===== config.mk =====
export PLATFORM = sky130hd
export DESIGN_NAME = ccsr_top
export DESIGN_NICKNAME = d
export VERILOG_FILES = /design/src/logic/ccsr_pkg.sv /design/src/logic/ccsr_top.sv
export SDC_FILE = /design/constraint.sdc
export NUM_CORES = 1
export LEC_CHECK = 0
export ABC_AREA = 1
export BUFFER_PORTS_ARGS = -buffer_cell sky130_fd_sc_hd__buf_2
export CORE_ASPECT_RATIO = 0.8
export CORE_MARGIN = 4
export CORE_UTILIZATION = 28
export CTS_CLUSTER_SIZE = 30
export DETAILED_ROUTE_END_ITERATION = 16
export GPL_TIMING_DRIVEN = 0
export MAX_ROUTING_LAYER = met4
export RECOVER_POWER = 25
export SLEW_MARGIN = 40
export SYNTH_ARGS = -nofsm -noshare
export SYNTH_HDL_FRONTEND = slang
export SYNTH_SLANG_ARGS = --single-unit

===== constraint.sdc =====
create_clock -name clk_sys -period 8.5 [get_ports clk_sys]
set_clock_uncertainty 0.1 [all_clocks]
set_input_delay 0.425 -clock clk_sys [delete_from_list [all_inputs] [get_ports clk_sys]]
set_output_delay 0.425 -clock clk_sys [all_outputs]
set_load 0.01 [all_outputs]

===== src/logic/ccsr_pkg.sv =====
// Purpose: Shared constants and types for the CAN channel signal routing block
// Assumes: Six controller channels, AXI4-Lite register access with 32-bit data
// Notes: Bus level 0 is dominant, 1 is recessive
package ccsr_pkg;
  localparam int CCSR_CHANNELS = 6;
  localparam int CCSR_CAPTURE_INPUTS = 16;
  // Second capture input of channel n sits this many inputs above the first
  localparam int CCSR_CAPTURE_SECOND = 10;
  localparam logic [31:0] CCSR_ROUTE_ADDR = 32'hff772008;
  localparam logic [31:0] CCSR_STATUS_ADDR = 32'hff77200c;
  localparam logic [31:0] CCSR_MASK_ADDR = 32'hff772010;
  localparam logic [7:0] CCSR_ROUTE_RESET = 8'h00;
  localparam int CCSR_ROUTE_SHARED_BIT = 0;
  localparam logic [7:0] CCSR_STATUS_RESET = 8'h00;
  localparam logic [7:0] CCSR_MASK_RESET = 8'h00;
  // Status and mask layout: bits 5..0 channel wake, bit 6 stand-by wake request (request or bus activity)
  localparam int CCSR_EV_BUS_WAKE = 6;
  localparam int CCSR_EV_WIDTH = 7;
  localparam logic CCSR_RECESSIVE = 1'b1;
  localparam logic [1:0] CCSR_RESP_OKAY = 2'b00;
  localparam logic [1:0] CCSR_RESP_DECERR = 2'b11;

  // Request group of one controller channel
  typedef struct packed {
    logic error;
    logic rx_done;
    logic tx_done;
    logic wake_abort;
  } ccsr_req_type;

  typedef struct packed {
    logic rx;
    logic tx;
  } ccsr_bus_type;

  typedef enum logic [1:0] {
    CCSR_WR_IDLE = 2'b00,
    CCSR_WR_RESP = 2'b01
  } ccsr_wr_state_type;
endpackage


===== src/logic/ccsr_top.sv =====
// Purpose: Interrupt, DMA, wake, reset, time stamp and bus pin routing around six CAN controllers
// Assumes: Controller side signals run on clk_sys; bus receive pins are asynchronous
// Notes: Registers reached over AXI4-Lite; one write and one read under way at a time
// Functional notes
// RQ1: Channel 5 transmit-done drives its interrupt line and DMA trigger 33.
// RQ2: Each channel offers error, receive-done, transmit-done and wake/abort request outputs.
// RQ3: Wake requests of all channels are ORed into one combined interrupt.
// RQ4: Controller interrupt requests can end any stand-by mode as wake sources.
// RQ5: Controllers reset on system reset and on deep-stop wake-up reset.
// RQ6: Bus receive and transmit activity can also wake the system from stand-by.
// RQ7: Each time stamp pulse reaches two capture inputs of the timer array.
// RQ8: Selection bit 0 clear: controller 0 uses its own bus pins.
// RQ9: Selection bit set: controller 0 shares controller 1's bus pins.
// RQ10: Selection register is byte accessible, read/write, resets to zero.
// RQ11: In shared mode a dominant level from either controller drives shared transmit.
// RQ12: Software changes selection only while both controllers are initialising.
module ccsr_top
  import ccsr_pkg::*;
(
  input wire logic clk_sys,
  input wire logic rstn,
  input wire logic system_reset_src,
  input wire logic deep_stop_wake_reset,
  input wire logic deep_stop_mode,
  input wire logic standby_mode,
  input wire logic [31:0] s_axi_awaddr,
  input wire logic s_axi_awvalid,
  output logic s_axi_awready,
  input wire logic [31:0] s_axi_wdata,
  input wire logic [3:0] s_axi_wstrb,
  input wire logic s_axi_wvalid,
  output logic s_axi_wready,
  output logic [1:0] s_axi_bresp,
  output logic s_axi_bvalid,
  input wire logic s_axi_bready,
  input wire logic [31:0] s_axi_araddr,
  input wire logic s_axi_arvalid,
  output logic s_axi_arready,
  output logic [31:0] s_axi_rdata,
  output logic [1:0] s_axi_rresp,
  output logic s_axi_rvalid,
  input wire logic s_axi_rready,
  input wire ccsr_pkg::ccsr_req_type [ccsr_pkg::CCSR_CHANNELS-1:0] ctrl_req,
  input wire logic [ccsr_pkg::CCSR_CHANNELS-1:0] ctrl_timestamp,
  input wire logic [ccsr_pkg::CCSR_CHANNELS-1:0] ctrl_bus_tx,
  output logic [ccsr_pkg::CCSR_CHANNELS-1:0] ctrl_bus_rx,
  output logic ctrl_rstn,
  input wire logic [ccsr_pkg::CCSR_CHANNELS-1:0] bus_rx_pin,
  output ccsr_pkg::ccsr_req_type [ccsr_pkg::CCSR_CHANNELS-1:0] irq_req,
  output logic dma_trigger_33,
  output logic combined_wake_irq,
  output logic standby_wake_req,
  output logic [ccsr_pkg::CCSR_CHANNELS-1:0] bus_tx_pin,
  output logic [ccsr_pkg::CCSR_CAPTURE_INPUTS-1:0] timestamp_pulse_out,
  output logic irq
);
  import ccsr_pkg::*;

  logic [1:0] rst_sync_r;
  logic rst_n;
  logic [CCSR_CHANNELS-1:0] rx_meta_r;
  logic [CCSR_CHANNELS-1:0] rx_sync_r;
  logic [7:0] route_r;
  logic shared_bus_select_bit;
  logic [CCSR_EV_WIDTH-1:0] status_r;
  logic [CCSR_EV_WIDTH-1:0] status_nxt;
  logic [CCSR_EV_WIDTH-1:0] mask_r;
  logic [CCSR_EV_WIDTH-1:0] events;
  logic aw_held_r;
  logic w_held_r;
  logic [31:0] awaddr_r;
  logic [31:0] wdata_r;
  logic [3:0] wstrb_r;
  ccsr_wr_state_type wr_state_r;
  logic wr_fire;
  logic [CCSR_CHANNELS-1:0] wake_vec;
  logic any_irq;
  logic bus_active;
  logic [CCSR_CAPTURE_INPUTS-1:0] capture_nxt;

  function automatic logic addr_mapped(input logic [31:0] addr);
    addr_mapped = (addr == CCSR_ROUTE_ADDR) || (addr == CCSR_STATUS_ADDR) || (addr == CCSR_MASK_ADDR);
  endfunction

  // Release of the local reset through two flip-flops
  always_ff @(posedge clk_sys or negedge rstn)
  begin
    if (!rstn)
      rst_sync_r <= 2'b00;
    else
      rst_sync_r <= {rst_sync_r[0], 1'b1};
  end
  assign rst_n = rst_sync_r[1];

  // Controller reset follows either reset source combinationally so a pulse is never missed
  assign ctrl_rstn = rst_n && !system_reset_src && !deep_stop_wake_reset; // RQ5

  // Receive pins are asynchronous to clk_sys
  always_ff @(posedge clk_sys or negedge rst_n)
  begin
    if (!rst_n)
    begin
      rx_meta_r <= {CCSR_CHANNELS{CCSR_RECESSIVE}};
      rx_sync_r <= {CCSR_CHANNELS{CCSR_RECESSIVE}};
    end
    else
    begin
      rx_meta_r <= bus_rx_pin;
      rx_sync_r <= rx_meta_r;
    end
  end

  assign shared_bus_select_bit = route_r[CCSR_ROUTE_SHARED_BIT];

  // Receive routing to the controllers
  always_comb
  begin
    ctrl_bus_rx = rx_sync_r;
    if (shared_bus_select_bit)
      ctrl_bus_rx[0] = rx_sync_r[1]; // RQ9
    else
      ctrl_bus_rx[0] = rx_sync_r[0]; // RQ8
  end

  // Transmit pins are registered; unused pin 0 idles recessive in shared mode
  always_ff @(posedge clk_sys or negedge rst_n)
  begin
    if (!rst_n)
      bus_tx_pin <= {CCSR_CHANNELS{CCSR_RECESSIVE}};
    else
    begin
      bus_tx_pin <= ctrl_bus_tx;
      if (shared_bus_select_bit)
      begin
        bus_tx_pin[0] <= CCSR_RECESSIVE; // RQ9
        bus_tx_pin[1] <= ctrl_bus_tx[0] & ctrl_bus_tx[1]; // RQ11
      end
    end
  end

  // Request outputs toward the interrupt and DMA controllers
  always_comb
  begin
    for (int i = 0; i < CCSR_CHANNELS; i++)
      wake_vec[i] = ctrl_req[i].wake_abort;
  end
  assign any_irq = |ctrl_req;
  // Dominant on any receive pin or driven transmit counts as bus activity
  assign bus_active = !(&rx_sync_r) || !(&ctrl_bus_tx);

  always_ff @(posedge clk_sys or negedge rst_n)
  begin
    if (!rst_n)
    begin
      irq_req <= '0;
      dma_trigger_33 <= 1'b0;
      combined_wake_irq <= 1'b0;
      standby_wake_req <= 1'b0;
    end
    else
    begin
      irq_req <= ctrl_req; // RQ2
      dma_trigger_33 <= ctrl_req[5].tx_done; // RQ1
      combined_wake_irq <= |wake_vec; // RQ3
      // Wake only matters while the system sleeps; deep stop counts as stand-by too
      standby_wake_req <= (standby_mode || deep_stop_mode) && (any_irq || bus_active); // RQ4 RQ6
    end
  end

  // Each time stamp reaches capture inputs n and n plus ten
  always_comb
  begin
    capture_nxt = '0;
    for (int i = 0; i < CCSR_CHANNELS; i++)
    begin
      capture_nxt[i] = ctrl_timestamp[i]; // RQ7
      capture_nxt[i + CCSR_CAPTURE_SECOND] = ctrl_timestamp[i]; // RQ7
    end
  end

  always_ff @(posedge clk_sys or negedge rst_n)
  begin
    if (!rst_n)
      timestamp_pulse_out <= '0;
    else
      timestamp_pulse_out <= capture_nxt;
  end

  // Write channel: address and data taken in either order, response after both
  assign s_axi_awready = !aw_held_r && (wr_state_r == CCSR_WR_IDLE);
  assign s_axi_wready = !w_held_r && (wr_state_r == CCSR_WR_IDLE);
  assign wr_fire = aw_held_r && w_held_r && (wr_state_r == CCSR_WR_IDLE);

  always_ff @(posedge clk_sys or negedge rst_n)
  begin
    if (!rst_n)
    begin
      aw_held_r <= 1'b0;
      w_held_r <= 1'b0;
      awaddr_r <= 32'h00000000;
      wdata_r <= 32'h00000000;
      wstrb_r <= 4'h0;
    end
    else
    begin
      if (s_axi_awvalid && s_axi_awready)
      begin
        aw_held_r <= 1'b1;
        awaddr_r <= s_axi_awaddr;
      end
      else if (wr_fire)
        aw_held_r <= 1'b0;
      if (s_axi_wvalid && s_axi_wready)
      begin
        w_held_r <= 1'b1;
        wdata_r <= s_axi_wdata;
        wstrb_r <= s_axi_wstrb;
      end
      else if (wr_fire)
        w_held_r <= 1'b0;
    end
  end

  always_ff @(posedge clk_sys or negedge rst_n)
  begin
    if (!rst_n)
    begin
      wr_state_r <= CCSR_WR_IDLE;
      s_axi_bvalid <= 1'b0;
      s_axi_bresp <= CCSR_RESP_OKAY;
    end
    else
    begin
      case (wr_state_r)
        CCSR_WR_IDLE:
        begin
          if (wr_fire)
          begin
            wr_state_r <= CCSR_WR_RESP;
            s_axi_bvalid <= 1'b1;
            s_axi_bresp <= addr_mapped(awaddr_r) ? CCSR_RESP_OKAY : CCSR_RESP_DECERR;
          end
        end
        CCSR_WR_RESP:
        begin
          if (s_axi_bready)
          begin
            wr_state_r <= CCSR_WR_IDLE;
            s_axi_bvalid <= 1'b0;
          end
        end
        default:
        begin
          wr_state_r <= CCSR_WR_IDLE;
          s_axi_bvalid <= 1'b0;
        end
      endcase
    end
  end

  // Route selection; deep-stop wake reset clears it like the controllers
  always_ff @(posedge clk_sys or negedge rst_n)
  begin
    if (!rst_n)
      route_r <= CCSR_ROUTE_RESET; // RQ10
    else if (system_reset_src || deep_stop_wake_reset)
      route_r <= CCSR_ROUTE_RESET; // RQ5
    else if (wr_fire && (awaddr_r == CCSR_ROUTE_ADDR) && wstrb_r[0])
      route_r <= wdata_r[7:0]; // RQ10 RQ12
  end

  always_ff @(posedge clk_sys or negedge rst_n)
  begin
    if (!rst_n)
      mask_r <= CCSR_MASK_RESET[CCSR_EV_WIDTH-1:0];
    else if (wr_fire && (awaddr_r == CCSR_MASK_ADDR) && wstrb_r[0])
      mask_r <= wdata_r[CCSR_EV_WIDTH-1:0];
  end

  // Sticky events, write one to clear; a new event wins over the clear
  assign events = {standby_wake_req, wake_vec};
  always_comb
  begin
    status_nxt = status_r;
    if (wr_fire && (awaddr_r == CCSR_STATUS_ADDR) && wstrb_r[0])
      status_nxt = status_nxt & ~wdata_r[CCSR_EV_WIDTH-1:0];
    status_nxt = status_nxt | events;
  end

  always_ff @(posedge clk_sys or negedge rst_n)
  begin
    if (!rst_n)
    begin
      status_r <= CCSR_STATUS_RESET[CCSR_EV_WIDTH-1:0];
      irq <= 1'b0;
    end
    else
    begin
      status_r <= status_nxt;
      irq <= |(status_nxt & mask_r);
    end
  end

  // Read channel: answer one cycle after the address is taken
  assign s_axi_arready = !s_axi_rvalid;

  always_ff @(posedge clk_sys or negedge rst_n)
  begin
    if (!rst_n)
    begin
      s_axi_rvalid <= 1'b0;
      s_axi_rdata <= 32'h00000000;
      s_axi_rresp <= CCSR_RESP_OKAY;
    end
    else if (s_axi_arvalid && s_axi_arready)
    begin
      s_axi_rvalid <= 1'b1;
      s_axi_rresp <= addr_mapped(s_axi_araddr) ? CCSR_RESP_OKAY : CCSR_RESP_DECERR;
      if (s_axi_araddr == CCSR_ROUTE_ADDR)
        s_axi_rdata <= {24'h000000, route_r}; // RQ10
      else if (s_axi_araddr == CCSR_STATUS_ADDR)
        s_axi_rdata <= {25'h0000000, status_r};
      else if (s_axi_araddr == CCSR_MASK_ADDR)
        s_axi_rdata <= {25'h0000000, mask_r};
      else
        s_axi_rdata <= 32'h00000000;
    end
    else if (s_axi_rready)
      s_axi_rvalid <= 1'b0;
  end
endmodule


* Word level (Yosys, flattened, before mapping)
Cells that the tools add are included. Widths: inputs -> output; s select.
Storage, ports and cells: latch bits 0, bits in read-only memories 0, bits in registers 164, memories kept 0, output and inout bits 98, logic and storage cells 124, RAM bits 0, input port bits 153
Operators by class: bitwise operators 5, mux-type cells 21, add/subtract/negate cells 0, order comparisons 0, shifts and indexed selects 0, $mul 0, reductions and logical operators 43, equal/unequal tests 9, divide/modulo/power cells 0
Operators with widths (count):
- $eq 32x32->1 const B | 6
- $mux 8 | 3
- $reduce_or 24->1 | 1
- $mux 7 | 3
- $logic_and 1x1->1 | 16
- $and 7x7->7 | 2
- $reduce_and 6->1 | 2
- $mux 2 | 5
- $logic_or 1x1->1 | 8
- $mux 1 | 8
- $reduce_bool 2->1 | 4
- $logic_not 1->1 | 7
- $not 7->7 | 1
- $or 7x7->7 | 1
- $reduce_or 7->1 | 1
- $reduce_or 6->1 | 1
- $ne 2x2->1 const B | 2
- $pmux 2 s2 | 1
- $reduce_and 2->1 | 2
- $eq 2x1->1 const B | 1
- $logic_not 2->1 | 1
- $pmux 1 s2 | 1
- $and 1x1->1 | 1

* Longest topological paths before layout
depth after elaboration 8, depth in mapped cells 12, mapped depth without buffers 12

* Worst setup path after synthesis
No wires, ideal clock.
path type reg-to-output, start reg rst_sync_r[1], end out ctrl_rstn, required time 7.975 ns, cell stages (with the launch flop) 3, data arrival time 3.441 ns, path slack 4.534 ns, cells stage by stage dfrtp_1 -> inv_1 -> nor2_1
On the way: longest elaborated chain between the ends 2
Ends and longest elaborated chain:
- from (decl) | line ccsr_top.sv:59 | logic [1:0] rst_sync_r;
- from (signal assigned) | line ccsr_top.sv:91 | rst_sync_r <= {rst_sync_r[0], 1'b1};
- $logic_and 1x1->1 (2 in a row) | line ccsr_top.sv:96 | assign ctrl_rstn = rst_n && !system_reset_src && !deep_stop_wake_reset;
- to (decl) | line ccsr_top.sv:47 | output logic ctrl_rstn,
Every way passes these cells.

* Worst setup path in the final report
Ends and elaborated chain as after synthesis.

==> summary.md <==
| Metric | Value |
|---|---|
| Status | finished with violations |
| Violated checks | capacitance limit, slew limit |
| Post-CTS Resized | 0 |
| Drc violations | 0 |
| Power Total | 0.00186 W |
| Worst skew pair latency | 0.42 ns |
| RePlAce Congestion | 0.799 |
| Cts bufs inserted | 17 |
| CP required | 7.98 ns |
| Global-route wire length before repair | 22,400 µm |
| TritonRoute pass-1 iters | 4 |
| Core box area | 18,500 µm² |
| Fin nets | 939 |
| Largest net degree at the start of global routing | 41 |
| CP Max Fanout | 34 |
| # IOs | 251 |
| Mean Syn Cell Area | 10.2 µm² |
| Fin crit period | 3.94 ns |
| HPWL after DPL | 11,300 µm |
| Max rail drop VDD | 0.189 mV |
| Synth unique cells | 31 |
| Layout area overhead | 39.9% |
| Pwr per Cell Area | 247 nW/µm² |
| Clk root buf | clkbuf_16 |
| Aggregate global-route resource usage | 13.7% |
| Clk sinks | 130 |
| Max-slew violations | 34 |
| CP arrival | 3.41 ns |
| Postcts setup bufs | 0 |
| Peak Freq | 0.254 GHz |
| Lkg Pwr | 3.86 nW |
| Slew margin rel. | -26.8% |
| Period Utilization, post-route | 46.3% |
| Port Buffers | 195 |
| Via count | 4,329 |
| Final Setup Violations | 0 |
| Sequential share of the synthesized area | 61.0% |
| Synth Cell Area | 5370 µm² |
| Drt wl/cell | 13.7 µm |
| Startpoint types | flip-flop |
| Total die area | 21,500 µm² |
| Die W | 163 µm |
| Placed Cells | 1,004 |
| Final core utilization | 40.6% |
| RSZ-0062 raised after global routing | no |
| Fin. Hold Viols | 0 |
| Setup crit end kind | output pin |
| # fillers | 1,866 |
| Post-route ant nets | 0 |
| Yosys Warn Count | 0 |
| Register bit total from synthesis | 130 |
| Layout cell share with drive strength beyond 1 | 38.7% |
| Clock slew at reported path FFs | 0.06 ns |
| 1st-iter DRT viols | 189 |
| Worst Tran Pin Value | 1.90 ns |
| Cell count after synthesis | 526 |
| TNS Setup | 0 ns |
| CTS Hold Bufs | 14 |
| Row cnt | 44 |
| Initial antenna violation count | 1 |
| CP Class | flip-flop to output pin |
| Grt ovf | 0 |
| Die Y | 132 µm |
| Initial core utilization | 29.0% |
| H-Tree Depth | 4 |
| DR vias/cell | 4.11 |
| Final Non-Filler Cells | 1,053 |
| Vias in the first global route | 4,251 |
| Max-cap violation count | 1 |
| CTS Buffer Depth | 2 |
| Drt total wl | 14,400 µm |
| Hold Crit Class | primary input to flip-flop |
| TritonCTS clock tree | done |
-- kinds of logic after synthesis --
kind of cell | synth area share, %
compound gates | 4.41
buf+inv | 10.0
flops | 61.0
mux | 3.78
other cells | 0.140
simple gates | 20.6
-- critical path, stage by stage, from the launching register on --
cell	delay (ns)
dfrtp_1	0.94
clkbuf_1	1.42
buf_12	0.32
inv_1	0.06
nor2_1	0.10
buf_2	0.14
-- layout by cell type (no fill, tap or decap), types with 2 or more instances in the layout --
cell type      netlist  routed
buf_2                3     177
dfstp_2             18      18
buf_12               0       2
inv_1               42      42
mux2_2              18      18
inv_4                1       2
nor2_4               2       2
clkinv_4             0       2
clkbuf_1             6      30
nand2_1            112     112
dfrtp_1            112     112
dlygate4sd3_1        0      16
a21oi_1             25      25
o21ai_2              7       7
clkbuf_16            0      18
a21boi_0             2       2
nand3_1             37      37
nand4_1             19      19
clkbuf_8             0       2
nor2_1              49      49
buf_4               42      42
o21ai_0              3       3
clkinv_2             0       5
nor4_1               9       9
o21ai_1              4       4
conb_1               2      29
inv_2                3       3
-- synth_stat cells --
cell	n	area (µm²)
nor3b_4	1	18.8
buf_2	3	15.0
clkbuf_1	6	22.5
o21ai_1	4	20.0
buf_4	42	315
dfrtp_1	112	2800
dfstp_2	18	473
a21boi_0	2	15.0
inv_4	1	6.26
nor4_1	9	56.3
nor2_8	1	20.0
nor4_2	1	12.5
nand3_1	37	185
nor4_4	1	21.3
nand3_2	1	10.0
nand2_4	1	11.3
nor3_2	1	10.0
nand3b_1	1	7.51
nand4_1	19	119
a21oi_1	25	125
o21ai_2	7	61.3
buf_6	1	11.3
nor2_1	49	184
conb_1	2	7.51
nand2_1	112	420
inv_1	42	158
nor2_2	1	6.26
mux2_2	18	203
inv_2	3	11.3
nor2_4	2	22.5
o21ai_0	3	15.0
-- layer usage --
layer / global-route usage (%) / vias to the layer above / wire length [µm]
met5: - / - / 0
met3: 4.47 / 9 / 1260
li1: - / 2165 / -
met2: 19.7 / 167 / 6350
met1: 18.7 / 1988 / 6710
met4: 3.91 / 0 / 116
-- report_power, final --
group	switching (W)	internal, W
registers	0.0000668	0.000742
logic	0.000194	0.000156
clock network	0.000264	0.000433
total	0.000525	0.00133
-- worst paths after layout --
path / endpoint / cells past startpoint / startpoint / slack, ns
max: ctrl_rstn / 5 / rst_sync_r[1]$_DFF_PN0_ / 4.56
max in group asynchronous: irq_req[20]$_DFF_PN0_ / 1 / rst_sync_r[1]$_DFF_PN0_ / 5.75
min reg2reg: rx_sync_r[0]$_DFF_PN1_ / 0 / rx_meta_r[0]$_DFF_PN1_ / 0.25
min: timestamp_pulse_out[11]$_DFF_PN0_ / 1 / ctrl_timestamp[1] / 0.02
min in group asynchronous: rst_sync_r[1]$_DFF_PN0_ / 2 / rstn / 0.23
max reg2reg: irq_req[20]$_DFF_PN0_ / 1 / rst_sync_r[1]$_DFF_PN0_ / 5.75
-- cell type report --
| type | instances | area (µm²) | area share (%) |
|---|---|---|---|
| antenna | 1 | 2.50 | 0.0333 |
| buffer | 52 | 364 | 4.85 |
| clock buffer | 23 | 489 | 6.51 |
| clock inverter | 9 | 78.8 | 1.05 |
| inverter | 46 | 175 | 2.33 |
| multi-input combinational | 325 | 1650 | 22.0 |
| sequential | 130 | 3280 | 43.6 |
| tap | 253 | 317 | 4.22 |
| timing repair buffer | 214 | 1150 | 15.4 |
-- registers in the layout (all words and copies together) (netlist names), 2 cells and up --
signal / cells
bus_tx_pin: 6
awaddr_r: 32
route_r: 8
status_r: 7
s_axi_rdata: 8
mask_r: 7
rx_meta_r: 6
wdata_r: 8
rst_sync_r: 2
timestamp_pulse_out: 6
rx_sync_r: 6
irq_req: 23
-- stage by stage --
step                area (µm²)  hold WS [ns]  setup slack (ns)
floorplan                 5470        0.0294              4.52
finish                    7510        0.0225              4.56
global placement          6760         0.112              2.96
global route              7510       0.00105              4.00
CTS                       7530     0.0000268              6.04
detailed placement        6820         0.114              6.44
(Power assumes the default switching activity.)
